`src/design/pips_pkg.sv`:
```
/*
  pips_pkg: constants, register map and types for the peripheral input pin-select crossbar.
  assumes: one 250 mhz clock, word-aligned ahb-lite register access, 8-bit byte address.
*/
package pips_pkg;

  // ------------------------------------------------------------
  // field and pin geometry
  // ------------------------------------------------------------
  localparam int SEL_W = 6;
  localparam int FIELD_COUNT = 37;
  localparam int PIN_COUNT = 63;
  localparam int ADDR_W = 8;
  localparam int LO_POS = 0;
  localparam int HI_POS = 8;
  localparam logic [5:0] SEL_RESET = 6'h3f;
  localparam logic [62:0] PIN_LEVEL_RESET = 63'h0;
  localparam logic LOCK_RESET = 1'h0;
  localparam int LOCK_POS = 0;

  // ------------------------------------------------------------
  // register map: input_select_N sits at byte address 4*N
  // ------------------------------------------------------------
  localparam int REG_STRIDE = 4;
  localparam logic [7:0] LOCK_ADDR = 8'h80;
  localparam logic [7:0] PIN_LO_ADDR = 8'h84;
  localparam logic [7:0] PIN_HI_ADDR = 8'h88;

  // register number and high/low half of each field, field 0 first
  localparam int FIELD_REG [FIELD_COUNT] = '{
    0, 0, 1, 1, 2, 2, 3, 3, 4, 4, 7, 7, 8, 11, 11, 12, 12, 17, 18, 18,
    19, 19, 20, 20, 21, 21, 22, 22, 23, 23, 25, 25, 27, 27, 28, 28, 29};
  localparam bit FIELD_HI [FIELD_COUNT] = '{
    0, 1, 0, 1, 0, 1, 0, 1, 0, 1, 0, 1, 0, 0, 1, 0, 1, 1, 0, 1,
    0, 1, 0, 1, 0, 1, 0, 1, 0, 1, 0, 1, 0, 1, 0, 1, 0};

  // ------------------------------------------------------------
  // bus phase tracking
  // ------------------------------------------------------------
  typedef enum logic [1:0] {PhIdle, PhWrite, PhReadWait, PhReadDone} pips_phase_type;

  // ------------------------------------------------------------
  // routed peripheral inputs, field 0 in bit 0
  // ------------------------------------------------------------
  typedef struct packed {
    logic spi3SelectIn, spi3ClockIn, spi3DataIn, uart4ClearToSend, uart4Receive;
    logic logicCellInputB, logicCellInputA, genericTimerClock, spi2SelectIn, spi2ClockIn;
    logic spi2DataIn, uart3ClearToSend, spi1SelectIn, spi1ClockIn, spi1DataIn;
    logic uart2ClearToSend, uart2Receive, uart1ClearToSend, uart1Receive, uart3Receive;
    logic ccpClockB, ccpClockA, compareFaultB, compareFaultA, captureInput3;
    logic captureInput2, captureInput1, timer5ExtClock, timer4ExtClock, timer3ExtClock;
    logic timer2ExtClock, compareTrigger2, extIrq4, extIrq3, extIrq2, extIrq1, compareTrigger1;
  } pips_periph_type;

endpackage

```
`src/design/pips_input_select.sv`:
```
/*
  pips_input_select: routes remappable pins onto peripheral inputs through a bank of
  input-select registers reached over ahb-lite.
  assumes: pins are asynchronous to clk; the system holds the single master and decodes hsel.
*/
`timescale 1ns/1ps
// Notes on behaviour
// - each peripheral input owns its selection field
// - registers hold one or two 6-bit fields
// - field value N routes pin N
// - registers 0-2: triggers and external interrupts
// - registers 3, 4, 23 high: timer clocks
// - capture, fault, ccp clock, logic-cell selections
// - uart and spi selections in their registers
// - reset sets all fields ones, inputs grounded
// - lock resets unlocked, freezes fields when set
module pips_input_select
(
  // clock and reset
  input wire logic clk,
  input wire logic rst_n,
  // ahb-lite slave
  input wire logic hsel,
  input wire logic [pips_pkg::ADDR_W-1:0] haddr,
  input wire logic [1:0] htrans,
  input wire logic hwrite,
  input wire logic [2:0] hsize,
  input wire logic [31:0] hwdata,
  input wire logic hready,
  output logic hreadyout,
  output logic hresp,
  output logic [31:0] hrdata,
  // remappable pins and routed peripheral inputs
  input wire logic [pips_pkg::PIN_COUNT-1:0] remappablePin,
  output pips_pkg::pips_periph_type periphIn,
  output logic pinMapLock
);
  import pips_pkg::*;

  // ------------------------------------------------------------
  // state
  // ------------------------------------------------------------
  pips_phase_type phase;
  logic [ADDR_W-1:0] dataAddr;
  logic [SEL_W-1:0] sel [FIELD_COUNT];
  logic [PIN_COUNT-1:0] pinS1;
  logic [PIN_COUNT-1:0] pinS2;
  logic [PIN_COUNT-1:0] pinS3;
  logic [PIN_COUNT-1:0] pinLevel;
  logic [FIELD_COUNT-1:0] periphVec;
  logic [FIELD_COUNT-1:0] next_periphVec;
  logic [31:0] next_hrdata;
  logic accept;
  logic writeNow;

  // ------------------------------------------------------------
  // ahb-lite phases
  // ------------------------------------------------------------
  // reads take one wait state so read data come from a flop and always see a write
  // that finished in the cycle before
  assign hreadyout = (phase != PhReadWait);
  assign hresp = 1'b0;
  assign accept = hsel && htrans[1] && hready;
  assign writeNow = (phase == PhWrite);

  always_ff @(posedge clk)
  begin
    if (!rst_n)
    begin
      phase <= PhIdle;
      dataAddr <= '0;
    end
    else if (accept)
    begin
      phase <= hwrite ? PhWrite : PhReadWait;
      dataAddr <= haddr;
    end
    else if (phase == PhReadWait)
    begin
      phase <= PhReadDone;
    end
    else
    begin
      phase <= PhIdle;
    end
  end

  // ------------------------------------------------------------
  // selection fields and lock
  // ------------------------------------------------------------
  always_ff @(posedge clk)
  begin
    if (!rst_n)
    begin
      for (int i = 0; i < FIELD_COUNT; i++)
      begin
        sel[i] <= SEL_RESET;
      end
    end
    else if (writeNow && !pinMapLock)
    begin
      for (int i = 0; i < FIELD_COUNT; i++)
      begin
        // each field is decoded on its own register and half only
        if (dataAddr == ADDR_W'(FIELD_REG[i] * REG_STRIDE))
        begin
          sel[i] <= FIELD_HI[i] ? hwdata[HI_POS +: SEL_W] : hwdata[LO_POS +: SEL_W];
        end
      end
    end
  end

  always_ff @(posedge clk)
  begin
    if (!rst_n)
    begin
      pinMapLock <= LOCK_RESET;
    end
    else if (writeNow && dataAddr == LOCK_ADDR)
    begin
      // a single write to LOCK_ADDR sets or clears the lock from bit LOCK_POS
      pinMapLock <= hwdata[LOCK_POS];
    end
  end

  // ------------------------------------------------------------
  // read data
  // ------------------------------------------------------------
  always_comb
  begin
    next_hrdata = '0;
    if (dataAddr == LOCK_ADDR)
    begin
      next_hrdata[LOCK_POS] = pinMapLock;
    end
    else if (dataAddr == PIN_LO_ADDR)
    begin
      next_hrdata = pinLevel[31:0];
    end
    else if (dataAddr == PIN_HI_ADDR)
    begin
      next_hrdata = {1'b0, pinLevel[62:32]};
    end
    // readback is spelled out per register so the map does not lean on the write-side table
    else if (dataAddr == ADDR_W'(0 * REG_STRIDE))
    begin
      next_hrdata[LO_POS +: SEL_W] = sel[0];
      next_hrdata[HI_POS +: SEL_W] = sel[1];
    end
    else if (dataAddr == ADDR_W'(1 * REG_STRIDE))
    begin
      next_hrdata[LO_POS +: SEL_W] = sel[2];
      next_hrdata[HI_POS +: SEL_W] = sel[3];
    end
    else if (dataAddr == ADDR_W'(2 * REG_STRIDE))
    begin
      next_hrdata[LO_POS +: SEL_W] = sel[4];
      next_hrdata[HI_POS +: SEL_W] = sel[5];
    end
    else if (dataAddr == ADDR_W'(3 * REG_STRIDE))
    begin
      next_hrdata[LO_POS +: SEL_W] = sel[6];
      next_hrdata[HI_POS +: SEL_W] = sel[7];
    end
    else if (dataAddr == ADDR_W'(4 * REG_STRIDE))
    begin
      next_hrdata[LO_POS +: SEL_W] = sel[8];
      next_hrdata[HI_POS +: SEL_W] = sel[9];
    end
    else if (dataAddr == ADDR_W'(7 * REG_STRIDE))
    begin
      next_hrdata[LO_POS +: SEL_W] = sel[10];
      next_hrdata[HI_POS +: SEL_W] = sel[11];
    end
    else if (dataAddr == ADDR_W'(8 * REG_STRIDE))
    begin
      next_hrdata[LO_POS +: SEL_W] = sel[12];
    end
    else if (dataAddr == ADDR_W'(11 * REG_STRIDE))
    begin
      next_hrdata[LO_POS +: SEL_W] = sel[13];
      next_hrdata[HI_POS +: SEL_W] = sel[14];
    end
    else if (dataAddr == ADDR_W'(12 * REG_STRIDE))
    begin
      next_hrdata[LO_POS +: SEL_W] = sel[15];
      next_hrdata[HI_POS +: SEL_W] = sel[16];
    end
    else if (dataAddr == ADDR_W'(17 * REG_STRIDE))
    begin
      next_hrdata[HI_POS +: SEL_W] = sel[17];
    end
    else if (dataAddr == ADDR_W'(18 * REG_STRIDE))
    begin
      next_hrdata[LO_POS +: SEL_W] = sel[18];
      next_hrdata[HI_POS +: SEL_W] = sel[19];
    end
    else if (dataAddr == ADDR_W'(19 * REG_STRIDE))
    begin
      next_hrdata[LO_POS +: SEL_W] = sel[20];
      next_hrdata[HI_POS +: SEL_W] = sel[21];
    end
    else if (dataAddr == ADDR_W'(20 * REG_STRIDE))
    begin
      next_hrdata[LO_POS +: SEL_W] = sel[22];
      next_hrdata[HI_POS +: SEL_W] = sel[23];
    end
    else if (dataAddr == ADDR_W'(21 * REG_STRIDE))
    begin
      next_hrdata[LO_POS +: SEL_W] = sel[24];
      next_hrdata[HI_POS +: SEL_W] = sel[25];
    end
    else if (dataAddr == ADDR_W'(22 * REG_STRIDE))
    begin
      next_hrdata[LO_POS +: SEL_W] = sel[26];
      next_hrdata[HI_POS +: SEL_W] = sel[27];
    end
    else if (dataAddr == ADDR_W'(23 * REG_STRIDE))
    begin
      next_hrdata[LO_POS +: SEL_W] = sel[28];
      next_hrdata[HI_POS +: SEL_W] = sel[29];
    end
    else if (dataAddr == ADDR_W'(25 * REG_STRIDE))
    begin
      next_hrdata[LO_POS +: SEL_W] = sel[30];
      next_hrdata[HI_POS +: SEL_W] = sel[31];
    end
    else if (dataAddr == ADDR_W'(27 * REG_STRIDE))
    begin
      next_hrdata[LO_POS +: SEL_W] = sel[32];
      next_hrdata[HI_POS +: SEL_W] = sel[33];
    end
    else if (dataAddr == ADDR_W'(28 * REG_STRIDE))
    begin
      next_hrdata[LO_POS +: SEL_W] = sel[34];
      next_hrdata[HI_POS +: SEL_W] = sel[35];
    end
    else if (dataAddr == ADDR_W'(29 * REG_STRIDE))
    begin
      next_hrdata[LO_POS +: SEL_W] = sel[36];
    end
  end

  always_ff @(posedge clk)
  begin
    if (!rst_n)
    begin
      hrdata <= '0;
    end
    else if (phase == PhReadWait)
    begin
      hrdata <= next_hrdata;
    end
  end

  // ------------------------------------------------------------
  // pin synchronisers
  // ------------------------------------------------------------
  // a pin level changes only once the second and third stages agree, filtering one-cycle glitches
  always_ff @(posedge clk)
  begin
    if (!rst_n)
    begin
      pinS1 <= PIN_LEVEL_RESET;
      pinS2 <= PIN_LEVEL_RESET;
      pinS3 <= PIN_LEVEL_RESET;
      pinLevel <= PIN_LEVEL_RESET;
    end
    else
    begin
      pinS1 <= remappablePin;
      pinS2 <= pinS1;
      pinS3 <= pinS2;
      pinLevel <= (pinS2 & pinS3) | (pinLevel & (pinS2 ^ pinS3));
    end
  end

  // ------------------------------------------------------------
  // crossbar
  // ------------------------------------------------------------
  // codes past the last pin, the reset code among them, read as ground
  always_comb
  begin
    next_periphVec = '0;
    for (int i = 0; i < FIELD_COUNT; i++)
    begin
      if (sel[i] < SEL_W'(PIN_COUNT))
      begin
        next_periphVec[i] = pinLevel[sel[i]];
      end
    end
  end

  always_ff @(posedge clk)
  begin
    if (!rst_n)
    begin
      periphVec <= '0;
    end
    else
    begin
      periphVec <= next_periphVec;
    end
  end

  // ------------------------------------------------------------
  // named peripheral inputs, field order of the register table
  // ------------------------------------------------------------
  assign periphIn.compareTrigger1 = periphVec[0];
  assign periphIn.extIrq1 = periphVec[1];
  assign periphIn.extIrq2 = periphVec[2];
  assign periphIn.extIrq3 = periphVec[3];
  assign periphIn.extIrq4 = periphVec[4];
  assign periphIn.compareTrigger2 = periphVec[5];
  assign periphIn.timer2ExtClock = periphVec[6];
  assign periphIn.timer3ExtClock = periphVec[7];
  assign periphIn.timer4ExtClock = periphVec[8];
  assign periphIn.timer5ExtClock = periphVec[9];
  assign periphIn.captureInput1 = periphVec[10];
  assign periphIn.captureInput2 = periphVec[11];
  assign periphIn.captureInput3 = periphVec[12];
  assign periphIn.compareFaultA = periphVec[13];
  assign periphIn.compareFaultB = periphVec[14];
  assign periphIn.ccpClockA = periphVec[15];
  assign periphIn.ccpClockB = periphVec[16];
  assign periphIn.uart3Receive = periphVec[17];
  assign periphIn.uart1Receive = periphVec[18];
  assign periphIn.uart1ClearToSend = periphVec[19];
  assign periphIn.uart2Receive = periphVec[20];
  assign periphIn.uart2ClearToSend = periphVec[21];
  assign periphIn.spi1DataIn = periphVec[22];
  assign periphIn.spi1ClockIn = periphVec[23];
  assign periphIn.spi1SelectIn = periphVec[24];
  assign periphIn.uart3ClearToSend = periphVec[25];
  assign periphIn.spi2DataIn = periphVec[26];
  assign periphIn.spi2ClockIn = periphVec[27];
  assign periphIn.spi2SelectIn = periphVec[28];
  assign periphIn.genericTimerClock = periphVec[29];
  assign periphIn.logicCellInputA = periphVec[30];
  assign periphIn.logicCellInputB = periphVec[31];
  assign periphIn.uart4Receive = periphVec[32];
  assign periphIn.uart4ClearToSend = periphVec[33];
  assign periphIn.spi3DataIn = periphVec[34];
  assign periphIn.spi3ClockIn = periphVec[35];
  assign periphIn.spi3SelectIn = periphVec[36];

endmodule

```
`config.mk`:
```
export PLATFORM = sky130hd
export DESIGN_NAME = pips_input_select
export DESIGN_NICKNAME = d
export VERILOG_FILES = /design/src/design/pips_pkg.sv /design/src/design/pips_input_select.sv
export SDC_FILE = /design/constraint.sdc
export NUM_CORES = 2
export LEC_CHECK = 0
export ABC_CLOCK_PERIOD_IN_PS = 2970
export CAP_MARGIN = 10
export CORE_AREA = 2 2 287 289
export CTS_BUF_LIST = sky130_fd_sc_hd__clkbuf_16
export CTS_CLUSTER_DIAMETER = 40
export CTS_CLUSTER_SIZE = 25
export DETAILED_ROUTE_END_ITERATION = 6
export DIE_AREA = 0 0 289 291
export DONT_BUFFER_PORTS = 1
export GPL_TIMING_DRIVEN = 1
export HOLD_SLACK_MARGIN = 0.05
export PLACE_DENSITY_LB_ADDON = 0.12
export SETUP_SLACK_MARGIN = 0.05
export SKIP_LAST_GASP = 1
export SLEW_MARGIN = 5
export SYNTH_ARGS = -nofsm -noshare
export SYNTH_HDL_FRONTEND = slang
export SYNTH_SLANG_ARGS = --single-unit
```
`constraint.sdc`:
```
create_clock -name clk -period 2.97 [get_ports clk]
set_clock_uncertainty 0.15 [all_clocks]
set_input_delay 0.1485 -clock clk [delete_from_list [all_inputs] [get_ports clk]]
set_output_delay 0.1485 -clock clk [all_outputs]
set_load 0.05 [all_outputs]
```
# Yosys cells after proc, flatten, opt, wreduce, memory -nomap -nowiden
# Memories as Yosys holds them, arrays and structs flattened.
# Cells that the tools add are included.
# totals
elab_cells	470
reg_bits	332
mem_bits_rw	222
out_inout_bits	72
mem_count	1
# memory_table
name	depth	width	rd	rd_ports_with_merged_regs	wr	line_no	rtl
sel	37	6	37	0	37	pips_input_select.sv:45	logic [SEL_W-1:0] sel [FIELD_COUNT];
# op_classes
mux	241
bitwise	41
n_reduce_logical	43
n_eq_ne	25
n_lt_le_gt_ge	74
# op_table
op	n
6-bit two-way mux	78
6-bit by 7-bit less-than comparator with 1-bit output (second input constant)	37
1-bit binary-select mux with 6-bit select	37
6-bit less-than comparator (second input constant)	37
63-bit bitwise AND	2
1-bit two-way mux	119
8-bit by 7-bit == test with 1-bit output (second input constant)	11
2-bit AND reduction	37
63-bit bitwise OR	1
63-bit bitwise XOR	1
1-bit bitwise OR	37
32-bit two-way mux	1
31-bit two-way mux	1
8-bit by 6-bit == test with 1-bit output (second input constant)	3
8-bit == test (second input constant)	3
17-bit two-way mux	1
8-bit by 4-bit == test with 1-bit output (second input constant)	2
8-bit by 5-bit == test with 1-bit output (second input constant)	2
8-bit by 3-bit == test with 1-bit output (second input constant)	1
8-bit logical NOT	1
2-bit two-way mux	4
1-bit logical AND	4
2-bit by 1-bit == test with 1-bit output (second input constant)	1
2-bit == test (second input constant)	1
2 further kinds	2

# Logic depth before layout (Yosys ltp)
# logic_depth
word_depth	24
ltp_mapped	9

# Worst setup path after synthesis
# No wires, ideal clock.
# synth_timing
path_kind	register -> register
start	reg dataAddr[5]
end	mem sel[0][0], enable pin
t_required_ps	2422
arrival_time_ps	2384
path_slack_ps	38
period_less_slack_ps	2932
path_buffers	3
stages_incl_launch_ff	7
setup_ps	398
path_cell_list	dfxtp_1 > buf_2 > buf_4 > nor4_2 > nand2_1 > clkbuf_1 > o21ai_0
# synth_lines
item	line_no	rtl
start: declaration	pips_input_select.sv:44	logic [ADDR_W-1:0] dataAddr;
start signal: assignment	pips_input_select.sv:76	dataAddr <= haddr;
end: declaration	pips_input_select.sv:45	

# Worst setup path in the final report
# layout_timing
start	reg pinLevel[58]
end	reg periphVec[7], in the netlist periphIn[7]
# layout_between
elab_chain_len	2
# layout_lines
item	line_no	rtl
start: declaration	pips_input_select.sv:49	logic [PIN_COUNT-1:0] pinLevel;
start signal: assignment	pips_input_select.sv:274	pinLevel <= (pinS2 & pinS3) | (pinLevel & (pinS2 ^ pinS3));
1-bit binary-select mux with 6-bit select	pips_input_select.sv:289	next_periphVec[i] = pinLevel[sel[i]];
1-bit two-way mux (implied by the code)	pips_input_select.sv:289	
end signal: assignment	pips_input_select.sv:302	periphVec <= next_periphVec;
end: declaration	pips_input_select.sv:50	logic [FIELD_COUNT-1:0] periphVec;
# No other way between the ends. The select of a mux whose other input is x is not followed.
# A chain may end at the register's enable or synchronous reset.

==> results.txt <==
# IOs: 185
Synth Instances: 3298
Async S/R FF share, synth: 0%
Min-Delay Path Depth: 3
DRC viols: 0
final wirelength: 176000 um
worst reg2reg path startpoint: pinLevel[58]
peak supply drop: 516 uV
Hold Startpoint: rst_n
status: completed
Skew-Pair Late Insertion Delay: 0.68 ns
Initial Utilization: 49.4%
Global Route Usage Sum: 42.1%
Tmin final: 2.89 ns
clk slew on worst S/H paths: 0.06 ns
CTS HTree Levels: 3
crit path kind: reg2reg
synth warn: 0
Iteration-0 DRC Markers: 5956
most frequent cells in the layout: 666 x mux4_2, 328 x dfxtp_1, 316 x nand2_1, 308 x dlygate4sd3_1, 240 x buf_4
worst hold path endpoint: hrdata[12]
fmax: 346 MHz
RSZ-0062 raised after global routing: false
CP arrival: 3.25 ns
Mean Syn Cell Area: 12.2 um2
R2R Setup Slk: 0.08 ns
pin count of the biggest net entering global routing: 223
Longest Clk Path Bufs: 3
Final Util: 59.9%
share of cells above drive strength 1: 34.3%
worst hold path type: in2reg
Leakage: 18.0 nW
Pwr Density: 432 mW/mm2
clk root buf: clkbuf_16
total grt overflow: 0
Chip Width: 289 um
Slew Viols, Final: 0
most common cell after layout, fill and taps aside: mux4_2
Setup TNS Final: 0 ns
R2R Path End: periphIn[7]
max_slew headroom: 37.4%
endpoints failing setup: 0
first-pass GRT wire length: 252000 um
Worst setup SP type: flop
Worst setup EP type: flop
Slew @ Worst Pin: 0.937 ns
clock sink total: 554
antenna violations before repair: 12
NumNets Final: 3608
Synth Net Count: 3474
die span in y: 291 um
final period utilization: 97.3%
Main synth FF type: dfxtp_1
register area share after synthesis: 33.2%
via count: 35.2k
Post-DRT Antenna Nets: 0
Critical Path RT: 3.34 ns
IO buf count: 0
Post-synth EDFFs: 222
Initial DRT Pass Iterations: 6
Via-to-Cell Ratio: 7.65
Core Rows: 105
CP Launch Point: pinLevel[58]
P&R area growth vs syn: 21.2%
cts bufs inserted: 96
FF-to-FF path depth: 8
Final HPWL DP: 106000 um
mapped cell area: 0.0401 mm2
Unique masters post-synth: 76
FILL cells: 6409
final hold viol count: 0
vias in the first global route: 35.1k
average wire per standard cell: 38.4 um
core area: 0.0812 mm2
area of the die: 0.0841 mm2
CTS tree: yes
max-cap violation count: 0
crit path max fanout: 38
Final Wtd Congestion: 1.04
flops & latches, synth: 554
[worst max-delay path: stages, from the launching register on]
cell and delay [ns]:
dfxtp_1 0.34, buf_12 0.19, mux4_2 0.52, mux4_2 0.47
nor2_1 0.10, a21oi_1 0.05, nand4_1 0.11, dlygate4sd3_1 0.57
o31ai_1 0.10
[area by class of cell]
type	instances	area [um2]	area share (%)
diodes	12	30.0	0.0618
clock buffers	101	2530	5.20
clock inverters	78	860	1.77
inverters	15	58.8	0.121
multi-input cells	2164	24600	50.6
flip-flops and latches	554	13300	27.4
well taps	1070	1340	2.76
repair buffers	601	5890	12.1
[how the worst max path moves through the flow]
stage,end,cells after the start
after floorplan,sel[2][12],4
final,periphIn[7],8
after CTS,periphIn[7],8
after global placement,hrdata[12],7
after global routing,periphIn[7],8
after detailed placement,hrdata[11],7
[metal layers]
| layer | up-vias | wire (um) | track usage, % |
|---|---|---|---|
| li1 | 13221 | - | - |
| met1 | 17349 | 58000 | 52.3 |
| met2 | 3604 | 75100 | 60.2 |
| met3 | 976 | 28800 | 18.0 |
| met4 | 12 | 14400 | 26.6 |
| met5 | - | 80 | 0 |
[cells by family (layout without fill, tap and decap cells)]
group	after synthesis	count (layout)	synth area share (%)
buffers and inverters	580	795	5.76
AOI/OAI and AO/OA	456	456	8.20
other	1	13	0.00935
muxes	781	781	40.3
and+or+nand+nor	863	863	10.6
DFF	554	554	33.2
adders and majority gates	63	63	1.97
[metrics by stage]
| step | area, um2 | hold WS [ns] | power, mW | setup WS (ns) | std cells |
|---|---|---|---|---|---|
| 2_1_floorplan | 40100 | 0.126 | 8.89 | 0.0833 | 3298 |
| 3_3_place_gp | 42000 | 0.126 | 9.29 | 0.0328 | 4091 |
| 3_5_place_dp | 42000 | 0.129 | 9.31 | 0.0248 | 4091 |
| 4_1_cts | 48500 | 0.0586 | 21.0 | 0.0901 | 4579 |
| 5_1_grt | 48600 | 0.0937 | 21.5 | 0.0504 | 4587 |
| 6_report | 48600 | 0.0847 | 21.0 | 0.0805 | 4595 |
[report_power, final]
part,switching (mW),internal [mW]
Combinational,0.750,0.559
Sequential,0.163,8.04
Clock,4.57,6.93
[flip-flops by register name, summed over array words and instances (netlist names)]
| signal | cells |
|---|---|
| periphIn | 37 |
| pinS3 | 63 |
| pinS2 | 63 |
| hrdata | 32 |
| pinS1 | 63 |
| dataAddr | 8 |
| sel | 222 |
| pinMapLock | 1 |
| pinLevel | 63 |
| phase | 2 |
[cells in the mapped netlist (4+ instances only)]
master     count  share of area, %
nor3_1        29              0.36
o22ai_1       11              0.17
buf_2         92               1.1
nor4_1         5             0.078
a2111oi_0      4             0.087
nand2_1      317               3.0
o211ai_1      52              0.97
a22o_1         7              0.15
buf_4          5             0.094
a221o_1        8              0.20
nand3b_1      23              0.43
nor2_1       178               1.7
o221a_2       25              0.70
buf_1         40              0.37
o21ai_0       76              0.95
a221oi_1      44              0.96
a21oi_1       93               1.2
o221ai_1      20              0.44
nand3_1       38              0.47
ha_1          63               2.0
nand2b_1       8              0.12
nor2b_1       18              0.28
a311oi_1       4             0.087
a222oi_1       8              0.20
inv_1         14              0.13
o32ai_1       23              0.50
a22oi_1       22              0.41
edfxtp_1     222                17
clkbuf_1     428               4.0
mux2i_1      112               2.8
and3_1         9              0.14
nand4_1        7              0.11
mux4_2       666                37
a211oi_1      29              0.54
and2_1       195               3.0
dfxtp_1      332                17
[repair_timing]
item	CTS	global route
gates resized for setup	2	16
buffers inserted	0	4
hold buffers	309	0
setup endpoints to repair	2	7
hold endpoints to repair	706	0
Note: power is estimated with default switching activity, not from simulation.
